### config.mk
export PLATFORM = sky130hd
export DESIGN_NAME = sbir_regs
export DESIGN_NICKNAME = d
export VERILOG_FILES = /design/src/rtl/sbir_pkg.sv /design/src/rtl/sbir_regs.sv /design/src/rtl/sbir_sync2.sv
export VERILOG_INCLUDE_DIRS = /design/src /design/src/rtl
export SDC_FILE = /design/constraint.sdc
export NUM_CORES = 1
export LEC_CHECK = 0
export ABC_AREA = 1
export BUFFER_PORTS_ARGS = -buffer_cell sky130_fd_sc_hd__clkbuf_2
export CORE_ASPECT_RATIO = 1.4
export CORE_MARGIN = 1
export CORE_UTILIZATION = 50
export DETAILED_ROUTE_END_ITERATION = 6
export GPL_ROUTABILITY_DRIVEN = 0
export PLACE_DENSITY_LB_ADDON = 0.2
export SLEW_MARGIN = 20
export SYNTH_ARGS = -nofsm -noshare
export SYNTH_HDL_FRONTEND = slang
export SYNTH_SLANG_ARGS = --single-unit
### constraint.sdc
create_clock -name clk_i -period 3.55 [get_ports clk_i]
set_input_delay 0.71 -clock clk_i [delete_from_list [all_inputs] [get_ports clk_i]]
set_output_delay 0.71 -clock clk_i [all_outputs]
set_load 0.005 [all_outputs]
### src/rtl/sbir_params.svh
// Purpose: offsets, field positions, reset values and counts of the sensor bus
//          identity and reset register bank
// Assumes: six-bit register index, sixteen-bit register data
// Notes:   included by the package and the bench files
`ifndef SBIR_PARAMS_SVH
`define SBIR_PARAMS_SVH

`define SBIR_ADDR_W        6
`define SBIR_DATA_W        16
`define SBIR_OFS_DEVNUM    6'h00
`define SBIR_OFS_MAKER     6'h01
`define SBIR_OFS_STATUS    6'h04
`define SBIR_OFS_CONTROL   6'h05
`define SBIR_OFS_RATE      6'h20
`define SBIR_ADDR_LOW      3'h1
`define SBIR_ADDR_HIGH     3'h7
`define SBIR_MAKER_ID      16'h5A5A  // maker code, value is arbitrary
`define SBIR_RATE_RESET    2'h2
`define SBIR_STATUS_BER    7
`define SBIR_CTRL_RESET    0
`define SBIR_POR_CYCLES    4'h8

`endif

### src/rtl/sbir_pkg.sv
// Purpose: types of the sensor bus identity and reset register bank
// Assumes: constants come from sbir_params.svh
// Notes:   none
`include "sbir_params.svh"
package sbir_pkg;
    typedef enum logic [1:0] {
        SBIR_ST_POR   = 2'h0,
        SBIR_ST_RUN   = 2'h1,
        SBIR_ST_RESET = 2'h2
    } sbir_state_t;
endpackage

### src/rtl/sbir_regs.sv
// Purpose: identity, reset and conversion rate registers of a single-wire
//          sensor bus device
// Assumes: bus protocol engine presents decoded register reads and writes
// Notes:   strap pin and nack event feed from outside; reset is synchronous
//
// How it works
// [RQ1] power-up forces a full device reset sequence automatically
// [RQ2] writing one to the control reset bit starts a device reset
// [RQ3] device reset aborts operation, then normal operation restarts afresh
// [RQ4] device reset loads every register with its default
// [RQ5] device number register gives this device's bus address
// [RQ6] strap low maps to address 001, strap high to 111
// [RQ7] address field follows the strap level continuously
// [RQ8] device number register is read only, writes ignored
// [RQ9] sixteen-bit read-only maker identification at offset 01h
// [RQ10] bus error flag sets on nack, clears on reset or status read
// [RQ11] rate select is two bits, default binary 10, other bits zero
`timescale 1ns/1ps
module sbir_regs
    import sbir_pkg::*;
(
    // clock and reset
    input  wire logic                      clk_i,
    input  wire logic                      reset_n_i,
    // strap pin
    input  wire logic                      addr_strap_i,
    // register access from the bus engine
    input  wire logic                      reg_wr_i,
    input  wire logic                      reg_rd_i,
    input  wire logic [`SBIR_ADDR_W-1:0]   reg_addr_i,
    input  wire logic [`SBIR_DATA_W-1:0]   reg_wdata_i,
    output logic      [`SBIR_DATA_W-1:0]   reg_rdata_o,
    // bus event from the engine
    input  wire logic                      bus_nack_i,
    // device state
    output logic                           dev_reset_o,
    output logic                           dev_run_o,
    output logic      [2:0]                dev_addr_field_o,
    output logic      [1:0]                rate_sel_o
);
    typedef struct packed {
        sbir_state_t              state;
        logic [3:0]               cnt;
        logic                     bus_error_flag;
        logic                     ctrl_reset;
        logic                     rate_sel_hi;
        logic                     rate_sel_lo;
        logic [2:0]               dev_addr_field;
        logic [`SBIR_DATA_W-1:0]  rdata;
    } sbir_regs_t;

    sbir_regs_t r_q;
    sbir_regs_t r_d;
    logic       strap_sync;

    // strap pin passes two flops before use
    sbir_sync2 u_strap_sync (
        .clk_i     (clk_i),
        .reset_n_i (reset_n_i),
        .level_i   (addr_strap_i),
        .level_o   (strap_sync)
    );

    // next-state logic
    always_comb begin
        r_d = r_q;
        // address field tracks strap every cycle, never written by the bus
        r_d.dev_addr_field = strap_sync ? `SBIR_ADDR_HIGH : `SBIR_ADDR_LOW; // RQ5 RQ6 RQ7 RQ8
        r_d.rdata = r_q.rdata;
        unique case (r_q.state)
            SBIR_ST_POR, SBIR_ST_RESET: begin
                // hold defaults for the reset sequence, then restart
                r_d.bus_error_flag = 1'b0; // RQ4
                r_d.ctrl_reset     = 1'b0; // RQ4
                {r_d.rate_sel_hi, r_d.rate_sel_lo} = `SBIR_RATE_RESET; // RQ4 RQ11
                r_d.rdata          = '0;
                if (r_q.cnt == `SBIR_POR_CYCLES) begin
                    r_d.state = SBIR_ST_RUN; // RQ1 RQ3
                    r_d.cnt   = '0;
                end else begin
                    r_d.cnt   = r_q.cnt + 4'h1;
                end
            end
            SBIR_ST_RUN: begin
                if (reg_rd_i) begin
                    unique case (reg_addr_i)
                        `SBIR_OFS_DEVNUM:  r_d.rdata = {13'h0000, r_q.dev_addr_field}; // RQ5
                        `SBIR_OFS_MAKER:   r_d.rdata = `SBIR_MAKER_ID; // RQ9
                        `SBIR_OFS_STATUS:  r_d.rdata = {8'h00, r_q.bus_error_flag, 7'h00};
                        `SBIR_OFS_CONTROL: r_d.rdata = {15'h0000, r_q.ctrl_reset};
                        `SBIR_OFS_RATE:    r_d.rdata = {14'h0000, r_q.rate_sel_hi,
                                                        r_q.rate_sel_lo}; // RQ11
                        default:           r_d.rdata = '0;
                    endcase
                end
                // status read clears the flag, a new nack in that cycle wins
                if (reg_rd_i && reg_addr_i == `SBIR_OFS_STATUS) begin
                    r_d.bus_error_flag = 1'b0; // RQ10
                end
                if (bus_nack_i) begin
                    r_d.bus_error_flag = 1'b1; // RQ10
                end
                if (reg_wr_i && reg_addr_i == `SBIR_OFS_RATE) begin
                    r_d.rate_sel_hi = reg_wdata_i[1]; // RQ11
                    r_d.rate_sel_lo = reg_wdata_i[0]; // RQ11
                end
                if (reg_wr_i && reg_addr_i == `SBIR_OFS_CONTROL
                    && reg_wdata_i[`SBIR_CTRL_RESET]) begin
                    // bit is one only in the first cycle of the sequence, then self-clears
                    r_d.ctrl_reset = 1'b1; // RQ2
                    r_d.state      = SBIR_ST_RESET; // RQ2 RQ3
                    r_d.cnt        = '0;
                    // defaults land with the request, so no stale value shows in the sequence
                    r_d.bus_error_flag = 1'b0; // RQ4
                    {r_d.rate_sel_hi, r_d.rate_sel_lo} = `SBIR_RATE_RESET; // RQ4
                    r_d.rdata          = '0; // RQ4
                end
            end
            default: begin
                r_d.state = SBIR_ST_POR;
                r_d.cnt   = '0;
            end
        endcase
    end

    // state register; synchronous reset enters the power-up sequence
    always_ff @(posedge clk_i) begin
        if (!reset_n_i) begin
            r_q.state          <= SBIR_ST_POR; // RQ1
            r_q.cnt            <= '0;
            r_q.bus_error_flag <= 1'b0;
            r_q.ctrl_reset     <= 1'b0;
            r_q.rate_sel_hi    <= 1'b1;
            r_q.rate_sel_lo    <= 1'b0;
            r_q.dev_addr_field <= `SBIR_ADDR_LOW;
            r_q.rdata          <= '0;
        end else begin
            r_q <= r_d;
        end
    end

    // outputs
    assign reg_rdata_o      = r_q.rdata;
    assign dev_reset_o      = (r_q.state != SBIR_ST_RUN); // RQ3
    assign dev_run_o        = (r_q.state == SBIR_ST_RUN);
    assign dev_addr_field_o = r_q.dev_addr_field;
    assign rate_sel_o       = {r_q.rate_sel_hi, r_q.rate_sel_lo};
endmodule // sbir_regs

### src/rtl/sbir_sync2.sv
// Purpose: two-flop synchroniser for an outside level
// Assumes: input is asynchronous to clk_i
// Notes:   first stage is read only by the second
`timescale 1ns/1ps
module sbir_sync2 (
    // clock and reset
    input  wire logic clk_i,
    input  wire logic reset_n_i,
    // level in and out
    input  wire logic level_i,
    output logic      level_o
);
    typedef struct packed {
        logic meta;
        logic sync;
    } sbir_sync_t;

    sbir_sync_t s_q;
    sbir_sync_t s_d;

    // shift the level through two stages
    always_comb begin
        s_d.meta = level_i;
        s_d.sync = s_q.meta;
    end

    // register the state
    always_ff @(posedge clk_i) begin
        if (!reset_n_i) begin
            s_q <= '0;
        end else begin
            s_q <= s_d;
        end
    end

    assign level_o = s_q.sync;
endmodule // sbir_sync2

==> metrics.md, run 1 <==
| Metric | Value |
|---|---|
| Reg-to-reg startpoint | r_q[27]$_SDFFE_PN0P_ |
| Drt pass-1 iters | 4 |
| R2R Path End | r_q[27]$_SDFFE_PN0P_ |
| Hold Path Class | reg -> reg |
| Final setup fails | 0 |
| Fmax | 466 MHz |
| Critical path type | reg -> out |
| Number of port buffers | 30 |
| CTS tree | done |
| Vias in the first global route | 847 |
| Total global routing track utilization | 16.9% |
| Ant. Diodes | 0 |
| CP endpoint | dev_run_o |
| CTS resizes | 0 |
| Period utilization | 60.4% |
| CTS buffer count | 3 |
| Clock Sinks | 18 |
| Max VDD drop | 256 µV |
| Register area | 360 µm² |
| R2R Setup Slk | 2.09 ns |
| Crit-path max FO | 7 |
| Seq/Total Area, Yosys | 30.7% |
| Finished Core Util | 55.7% |
| Commonest non-fill, non-tap cells in the layout | clkbuf_2 (30), nand2_1 (26), inv_1 (19) |
| Setup repair bufs after CTS | 0 |
| DR iter-0 viols | 6 |
| DP Wirelength | 1.70 mm |
| Area contributors post-synth | dfxtp_1 (31%), buf_4 (13%), nand2_1 (8.3%) |
| Syn Area/Cell | 7.25 µm² |
| Tmin final | 2.15 ns |
| Synth-to-Final Area Change | 4.37% |
| Ratio of cells with drive above 1 in the final layout | 30.7% |
| Row cnt | 20 |
| Die area | 2550 µm² |
| Ports | 51 |
| Outcome | finished, final reports clean |
| Largest net degree at the start of global routing | 12 |
| Cell Area, Synth | 1170 µm² |
| GRT Residual Overflow | 0 |
| Residual DRC count | 0 |
| Global-route wire length before repair | 3.32 mm |
| Distinct cells, synth | 31 |
| Routed len/inst | 10.3 µm |
| Vias per std cell | 4.89 |
| Clock Tree Buf Depth | 2 |
| Seq cells post-synth | 18 |
| FF-to-FF path depth | 7 |
| Filler cells | 225 |
| Die Ht | 59.4 µm |
| Fin. Hold Viols | 0 |
| CTS clk-pin slew, worst paths | 0.10 ns |
| Sum Neg Setup Slack | 0 ns |
| Initial antenna violation count | 0 |
| Mapped Cells | 162 |
| PwrDens | 361 nW/µm² |
| CTS Root Cell | clkbuf_4 |
| Yosys warns | 0 |
| Leakage dissipation | 0.000596 µW |
| Crit. Startpoint | r_q[27]$_SDFFE_PN0P_ |
| Routed Antenna Nets | 0 |
| CTS Hold Buffers Added | 0 |
| Slew Limit Fails | 0 |
| Clk_skew | 0.00112 ns |
| Die Wd | 43.0 µm |
| RSZ-0062 raised after global routing | no |
| NumNets Final | 207 |
| Initial Utilization | 53.4% |
| Yosys top cell by area | dfxtp_1 |
| Area of the core | 2200 µm² |
| Most common cell after layout, fill and taps aside | clkbuf_2 |
| Footprint of the multi-input gates | 564 µm² |
| CP Launch Type | register |
| Routed WL | 2.04 mm |
| Top cell type's share of synthesized area | 30.7% |
| H-tree lvl count | 1 |
| Critical path arrival | 1.44 ns |
| Critical Path RT | 2.84 ns |
| DR vias | 969 |
| CP endpoint kind | output pin |
| Worst-Skew Late Latency | 0.29 ns |
| Max-cap violations | 0 |
metrics by stage:
step	setup WS [ns]	total power (µW)	hold slack [ns]	instance area, µm²	std cells
after floorplan	1.94	308	0.390	1190	166
after detailed placement	1.65	326	0.405	1190	194
final	1.40	443	0.423	1230	198
after global placement	1.70	322	0.393	1190	194
after CTS	1.39	448	0.428	1230	198
after global routing	1.34	468	0.438	1230	198
cell usage after synthesis (all sizes together):
master and instances:
nor2 19, nand3 15, dfxtp 18, and2 1
nand2 34, clkinv 1, nor3 2, or2 1
conb 2, o31ai 1, a21boi 1, buf 22
xor2 2, clkbuf 2, nand4 2, nand3b 1
ha 2, inv 21, a21oi 14, o21ai 1
how the worst min path moves through the flow:
stage                     cells past startpoint                            start                         endpoint  slack (ns)
final                                         2  u_strap_sync.level_o$_SDFF_PN0_   dev_addr_field_o[1]$_SDFF_PN0_        0.42
after global routing                          2  u_strap_sync.level_o$_SDFF_PN0_   dev_addr_field_o[1]$_SDFF_PN0_        0.44
after CTS                                     2  u_strap_sync.level_o$_SDFF_PN0_   dev_addr_field_o[1]$_SDFF_PN0_        0.43
after detailed placement                      2  u_strap_sync.level_o$_SDFF_PN0_   dev_addr_field_o[1]$_SDFF_PN0_        0.40
after global placement                        2   u_strap_sync.s_d[0]$_SDFF_PN0_  u_strap_sync.level_o$_SDFF_PN0_        0.39
after floorplan                               2  u_strap_sync.level_o$_SDFF_PN0_   dev_addr_field_o[1]$_SDFF_PN0_        0.39
layout make-up:
cell class / count / share of cell area [%]
multi-input combinational: 102 / 46.0
sequential: 18 / 29.4
timing repair buffer: 30 / 12.2
inverter: 22 / 7.14
clock buffer: 4 / 2.96
tap: 22 / 2.24
worst max-delay path, cell delays in order, from the launching register on:
cell	delay, ns
dfxtp_1	0.36
inv_2	0.10
or2_1	0.39
clkinv_4	0.16
clkbuf_2	0.15
flip-flops by register name, summed over array words and instances, names as in the netlist:
| register | cells |
|---|---|
| u_strap_sync.s_d | 1 |
| u_strap_sync.level_o | 1 |
| r_q | 8 |
| reg_rdata_o | 5 |
| dev_addr_field_o | 1 |
| rate_sel_o | 2 |
cells by family (layout without fill, tap and decap cells):
family	Yosys count	after routing	share of synthesized area [%]
AND/OR/NAND/NOR	75	75	33.9
buffers and inverters	46	56	22.6
flip-flops	18	18	30.7
AO/OA/AOI/OAI	17	17	8.63
adder cells (fa/ha/maj)	2	2	2.13
other	2	6	0.639
XOR/XNOR	2	2	1.49
metal layers:
layer | part of all wire [%] | GRT usage (%) | vias to the layer above
met2 | 54 | 32.0 | 27
met3 | 4.2 | 1.83 | 4
met4 | 1.0 | 7.36 | 0
met5 | 0 | 0 | -
li1 | - | - | 509
met1 | 41 | 18.6 | 429
report_power, final:
part	internal, µW	total [µW]	switching [µW]	leakage, µW
combinational	34.8	94.0	59.2	0.000429
sequential	214	226	11.1	0.000146
clock	62.5	123	60.7	0.0000210
Power figures use the tool's default switching activity.
==> inputs of run 2 (changes only) <==
--- a/config.mk
+++ b/config.mk
@@ -6,11 +6,11 @@
 export SDC_FILE = /design/constraint.sdc
 export NUM_CORES = 1
 export LEC_CHECK = 0
-export ABC_AREA = 1
+export ABC_AREA = 0
 export BUFFER_PORTS_ARGS = -buffer_cell sky130_fd_sc_hd__clkbuf_2
 export CORE_ASPECT_RATIO = 1.4
 export CORE_MARGIN = 1
-export CORE_UTILIZATION = 50
+export CORE_UTILIZATION = 46
 export DETAILED_ROUTE_END_ITERATION = 6
 export GPL_ROUTABILITY_DRIVEN = 0
 export PLACE_DENSITY_LB_ADDON = 0.2
==> constraint.sdc (replaced) <==
create_clock -name clk_i -period 2.2 [get_ports clk_i]
set_input_delay 0.44 -clock clk_i [delete_from_list [all_inputs] [get_ports clk_i]]
set_output_delay 0.44 -clock clk_i [all_outputs]
set_load 0.005 [all_outputs]
==> metrics.md, run 2 <==
| Metric | Value |
|---|---|
| Largest net degree at the start of global routing | 14 (+2) |
| Seq/Total Area, Yosys | 33.1% (+2.4 points) |
| Critical path arrival | 1.16 ns (-0.28 ns) |
| Global-route wire length before repair | 3.45 mm (+4.0%) |
| Post-synth ARST share | 0% (unchanged) |
| Row cnt | 20 (unchanged) |
| Setup repair bufs after CTS | 0 (unchanged) |
| Count leader, synth | buf_4 |
| Die Ht | 59.6 µm (+0.40%) |
| Tmin final | 1.60 ns |
| Max VDD drop | 318 µV (+24%) |
| CP endpoint kind | output pin |
| Yosys top cell by area | dfxtp_1 |
| Most common cell after layout, fill and taps aside | clkbuf_2 |
| Routed Antenna Nets | 0 (unchanged) |
| DR iter-0 viols | 17 (+11) |
| Largest register FFs | 8 (unchanged) |
| Seq cells post-synth | 18 (unchanged) |
| CTS tree | done |
| Routed len/inst | 12.7 µm (+23%) |
| Post-synth top cells | buf_4 (21), dfxtp_1 (18), nand2_1 (12), nor2_1 (10), inv_1 (7) |
| NumNets Final | 174 (-16%) |
| Crit path buffers/inverters | 2 (-1) |
| Top cell type's share of synthesized area | 33.1% (+2.4 points) |
| Fmax | 626 MHz |
| DR vias | 887 (-8.5%) |
| Syn Area/Cell | 8.51 µm² (+17%) |
| Fin. Hold Viols | 0 (unchanged) |
| Max-cap violations | 0 (unchanged) |
| Worst-Skew Late Latency | 0.29 ns (about the same) |
| Area contributors post-synth | dfxtp_1 (33%), buf_4 (14%), nand2_1 (4.1%) |
| Number of port buffers | 30 (unchanged) |
| Critical path type | reg -> out |
| Synth-to-Final Area Change | 5.51% |
| Routed WL | 2.09 mm (+2.7%) |
| RSZ-0062 raised after global routing | no |
| CTS clk-pin slew, worst paths | 0.11 ns (about the same) |
| Number of synthesized flops with an enable pin | 0 (unchanged) |
| Vias in the first global route | 826 (-2.5%) |
| Mapped Cells | 128 (-21%) |
| FF-to-FF path depth | 5 (-2) |
| Residual DRC count | 0 (unchanged) |
| GRT Residual Overflow | 0 (unchanged) |
| Initial Utilization | 49.5% (-3.9 points) |
| Max stage delay cell, worst path | dfxtp_1 |
| CTS Root Cell | clkbuf_4 |
| CTS resizes | 0 (unchanged) |
| CP delay by family, top | flip-flops |
| CTS buffer count | 3 (unchanged) |
| Total global routing track utilization | 17.8% (+0.85 points) |
| Vias per std cell | 5.38 (+9.8%) |
| PwrDens | 531 nW/µm² (+47%) |
| Hold Path Class | in -> reg |
| Crit-path max FO | 6 (-1) |
| Drt pass-1 iters | 4 (unchanged) |
| Biggest register | r_q |
| Outcome | finished, final reports clean |
| Area of the core | 2200 µm² (unchanged) |
| CTS Hold Buffers Added | 0 (unchanged) |
| Period utilization | 72.6% |
| CP Launch Type | register |
| Ports | 51 (unchanged) |
| Clock Tree Buf Depth | 2 (unchanged) |
| Distinct cells, synth | 44 (+42%) |
| Clk_skew | 0.00812 ns (+0.00700 ns) |
| Cell Area, Synth | 1090 µm² (-7.2%) |
| Crit path depth | 3 (-1) |
| H-tree lvl count | 1 (unchanged) |
| Yosys warns | 0 (unchanged) |
| Critical Path RT | 1.76 ns (-1.08 ns) |
| Sum Neg Setup Slack | 0 ns (unchanged) |
| DP Wirelength | 1.65 mm (-2.9%) |
| Slew Limit Fails | 0 (unchanged) |
| Max stage delay on crit path | 0.47 ns (+0.08 ns) |
| Ys flop type | dfxtp_1 |
| Initial antenna violation count | 0 (unchanged) |
| Die Wd | 43.1 µm (+0.38%) |
| Hold depth | 2 (unchanged) |
| Ant. Diodes | 0 (unchanged) |
| Clock Sinks | 18 (unchanged) |
| Commonest non-fill, non-tap cells in the layout | clkbuf_2 (30), dfxtp_1 (18), nand2_1 (12) |
| Leakage dissipation | 0.000523 µW (-12%) |
| Critical path cell sequence | nand2b_4, inv_2, clkbuf_2 |
| Die area | 2570 µm² (+0.78%) |
| WHS | 0.357 ns (-0.0658 ns) |
| Ratio of cells with drive above 1 in the final layout | 31.5% (+0.79 points) |
| Final setup fails | 0 (unchanged) |
-- run 2: cell types whose count changed in the layout (fill, tap and decap cells not counted), sizes merged, moves of 3 or more --
cell and delta:
inv -13, nor3 +4, nor2 -9, nand2 -22, o21ai +4, nand3 -11
a21oi -10, mux2i +3
-- run 2: area by class of cell --
class / count / area (µm²)
Sequential cell: 18 / 360
Timing Repair Buffer: 31 / 158
Tap cell: 22 / 27.5
Multi-Input combinational cell: 82 / 538
Fill cell: 216 / 1050
Clock buffer: 4 / 36.3
Inverter: 8 / 30.0
-- run 2: logic make-up after synthesis --
family,synth area share [%]
muxes,2.76
DFF,33.1
other,0.689
AOI/OAI and AO/OA,17.5
adders and majority gates,2.30
and+or+nand+nor,24.8
buffers and inverters,18.9
-- run 2: per-layer routing --
layer | up-vias | GRT usage (%) | routed length (µm) | part of all wire, %
li1 | 450 | - | - | -
met1 | 414 | 20.5 | 886 | 42
met2 | 21 | 31.8 | 1110 | 53
met3 | 2 | 2.74 | 69 | 3.3
met4 | 0 | 7.79 | 25 | 1.2
met5 | - | 0 | 0 | 0
-- run 2: final timing paths --
check	from	end	slack, ns
max reg2reg	r_q[28]$_SDFFE_PN0P_	reg_rdata_o[2]$_SDFFE_PN0P_	0.66
min	addr_strap_i	u_strap_sync.s_d[0]$_SDFF_PN0_	0.36
max	r_q[28]$_SDFFE_PN0P_	dev_run_o	0.60
min reg2reg	u_strap_sync.level_o$_SDFF_PN0_	dev_addr_field_o[1]$_SDFF_PN0_	0.44
-- run 2: per-stage QoR --
stage	cells	area (µm²)	util (%)	total power, µW	setup slack [ns]
2_1_floorplan	132	1100	-	395	0.578
3_3_place_gp	161	1110	50.6	410	0.433
3_5_place_dp	161	1110	50.6	413	0.424
4_1_cts	165	1150	52.2	618	0.598
5_1_grt	165	1150	52.2	642	0.540
6_report	165	1150	52.2	610	0.603
-- run 2: power by group --
group | switching, µW | internal, µW | total, µW
Sequential | 6.34 | 333 | 340
Combinational | 39.7 | 26.1 | 65.8
Clock | 104 | 101 | 205
==> inputs of run 3 (changes only) <==
==> constraint.sdc (replaced) <==
create_clock -name clk_i -period 1.51 [get_ports clk_i]
set_input_delay 0.302 -clock clk_i [delete_from_list [all_inputs] [get_ports clk_i]]
set_output_delay 0.302 -clock clk_i [all_outputs]
set_load 0.005 [all_outputs]
==> metrics.md, run 3 (synthesized netlist as in run 2, its figures left out) <==
| Metric | Value |
|---|---|
| Fmax | 708 MHz |
| GRT Residual Overflow | 0 (unchanged) |
| Max-cap violations | 0 (unchanged) |
| CTS tree | done |
| Final setup fails | 0 (unchanged) |
| Routed Antenna Nets | 0 (unchanged) |
| Crit-path max FO | 5 (-1) |
| Pre-CTS WS | -0.0728 ns (-0.497 ns) |
| Largest net degree at the start of global routing | 13 (-1) |
| Most common cell after layout, fill and taps aside | clkbuf_2 |
| DR iter-0 viols | 7 (-10) |
| FF-to-FF path depth | 5 (unchanged) |
| Global-route wire length before repair | 3.93 mm (+14%) |
| Hold Path Class | in -> reg |
| Commonest non-fill, non-tap cells in the layout | clkbuf_2 (30), dfxtp_1 (18), buf_4 (14) |
| WHS | 0.199 ns (-0.158 ns) |
| Hold EP | u_strap_sync.s_d[0]$_SDFF_PN0_ |
| Number of port buffers | 30 (unchanged) |
| CTS Root Cell | clkbuf_4 |
| Row cnt | 20 (unchanged) |
| Critical path cell sequence | nand2b_4, inv_2, nand3_2, or4b_4, o22ai_2 |
| Period utilization | 93.6% |
| Critical Path RT | 1.75 ns (about the same) |
| Reported net switching power | 228 µW (+52%) |
| Synth-to-Final Area Change | 15.0% |
| Final setup margin | 0.0967 ns (-0.506 ns) |
| R2R Path End | reg_rdata_o[12]$_SDFFE_PN0P_ |
| Max stage delay on crit path | 0.53 ns (+0.06 ns) |
| Hold path start | addr_strap_i |
| H-tree lvl count | 1 (unchanged) |
| Setup repair bufs after CTS | 0 (unchanged) |
| Outcome | finished, final reports clean |
| Clk_skew | 0.00256 ns (-0.00556 ns) |
| CP delay by family, top | simple AND/OR/NAND/NOR gates |
| Vias in the first global route | 944 (+14%) |
| Critical path arrival | 1.65 ns (+0.49 ns) |
| RSZ-0062 raised after global routing | no |
| Vias per std cell | 5.32 (-1.0%) |
| Reg-to-reg startpoint | r_q[28]$_SDFFE_PN0P_ |
| NumNets Final | 187 (+7.5%) |
| Ant. Diodes | 0 (unchanged) |
| Die Ht | 59.6 µm (unchanged) |
| DP Wirelength | 1.86 mm (+13%) |
| Crit path buffers/inverters | 1 (-1) |
| Max stage delay cell, worst path | or4b_4 |
| Die area | 2570 µm² (unchanged) |
| CP Launch Type | register |
| Fin. Hold Viols | 0 (unchanged) |
| CTS clk-pin slew, worst paths | 0.10 ns (about the same) |
| Sw Ratio | 25.0% (+0.36 points) |
| Ports | 51 (unchanged) |
| CP endpoint kind | register |
| Hold depth | 2 (unchanged) |
| Power share of the combinational group | 12.9% (+2.1 points) |
| Tmin final | 1.41 ns |
| Routed len/inst | 13.2 µm (+3.9%) |
| Ratio of cells with drive above 1 in the final layout | 37.8% (+6.4 points) |
| Max VDD drop | 573 µV (+81%) |
| Residual DRC count | 0 (unchanged) |
| Leakage dissipation | 0.000587 µW (+12%) |
| Total global routing track utilization | 20.7% (+2.9 points) |
| Internal Power | 687 µW (+49%) |
| Largest register FFs | 8 (unchanged) |
| PwrDens | 730 nW/µm² (+38%) |
| Worst-Skew Late Latency | 0.30 ns (about the same) |
| Die Wd | 43.1 µm (unchanged) |
| Slew Limit Fails | 0 (unchanged) |
| Clock Tree Buf Depth | 2 (unchanged) |
| Routed WL | 2.34 mm (+12%) |
| Initial antenna violation count | 0 (unchanged) |
| Clock Sinks | 18 (unchanged) |
| Area of the core | 2200 µm² (unchanged) |
| Initial Utilization | 49.5% (unchanged) |
| Filler cells | 234 (+8.3%) |
| R2R Setup Slk | 0.1 ns (-0.56 ns) |
| CTS buffer count | 3 (unchanged) |
| DR vias | 947 (+6.8%) |
| Clk pwr share | 33.1% (-0.5 points) |
| Seq pwr share | 54.0% (-1.7 points) |
| Biggest register | r_q |
| Critical path type | reg -> reg |
| Drt pass-1 iters | 6 (+2) |
## run 3: what timing repair did
item                       4_1_cts  5_1_grt
gates resized for setup          0        1
hold buffers                     0        0
setup endpoints to repair        0        2
## run 3: how the worst max path moves through the flow
stage	cells after the start	from	endpoint	slack (ns)
after global routing	5	r_q[28]$_SDFFE_PN0P_	reg_rdata_o[2]$_SDFFE_PN0P_	0.02
after CTS	5	r_q[28]$_SDFFE_PN0P_	reg_rdata_o[12]$_SDFFE_PN0P_	0.10
after floorplan	5	reg_addr_i[0]	rate_sel_o[0]$_SDFFE_PN0P_	0.03
after global placement	5	reg_addr_i[3]	rate_sel_o[1]$_SDFFE_PN1P_	-0.06
after detailed placement	5	reg_addr_i[3]	rate_sel_o[1]$_SDFFE_PN1P_	-0.07
final	5	r_q[28]$_SDFFE_PN0P_	reg_rdata_o[12]$_SDFFE_PN0P_	0.1
## run 3: metrics by stage
stage	utilization [%]	cell area [µm²]	setup TNS, ns	std cells	power [µW]
floorplan	-	1100	0	132	575
global placement	55.0	1210	-0.156	174	617
detailed placement	55.0	1210	-0.272	174	622
CTS	56.6	1250	0	178	923
global route	56.9	1250	0	178	966
finish	56.9	1250	0	178	915
## run 3: metal layers
metal	routed length [µm]	GRT usage, %	vias up
li1	-	-	476
met5	0	0	-
met1	951	21.0	442
met2	1280	39.4	24
met4	46	9.96	0
met3	64	3.66	5
## run 3: power by group through the flow
stage          clock network (µW)  logic (µW)  registers (µW)
2_1_floorplan                   0        72.0             503
3_3_place_gp                    0         112             505
3_5_place_dp                    0         116             505
4_1_cts                       311         117             495
5_1_grt                       335         134             496
6_report                      303         118             494
## run 3: area by class of cell
type | instances | area (µm²) | share of cell area, %
Clock buffer | 4 | 36.3 | 2.89
Multi-Input combinational cell | 82 | 544 | 43.4
Sequential cell | 18 | 360 | 28.7
Timing Repair Buffer | 44 | 255 | 20.4
Tap cell | 22 | 27.5 | 2.20
Inverter | 8 | 30.0 | 2.40
## run 3: worst reg2reg max path, stage by stage (launching register included)
cell and delay (ns):
dfxtp_1 0.33, nand2b_4 0.16, inv_2 0.09, nand3_2 0.09
or4b_4 0.53, o22ai_2 0.15
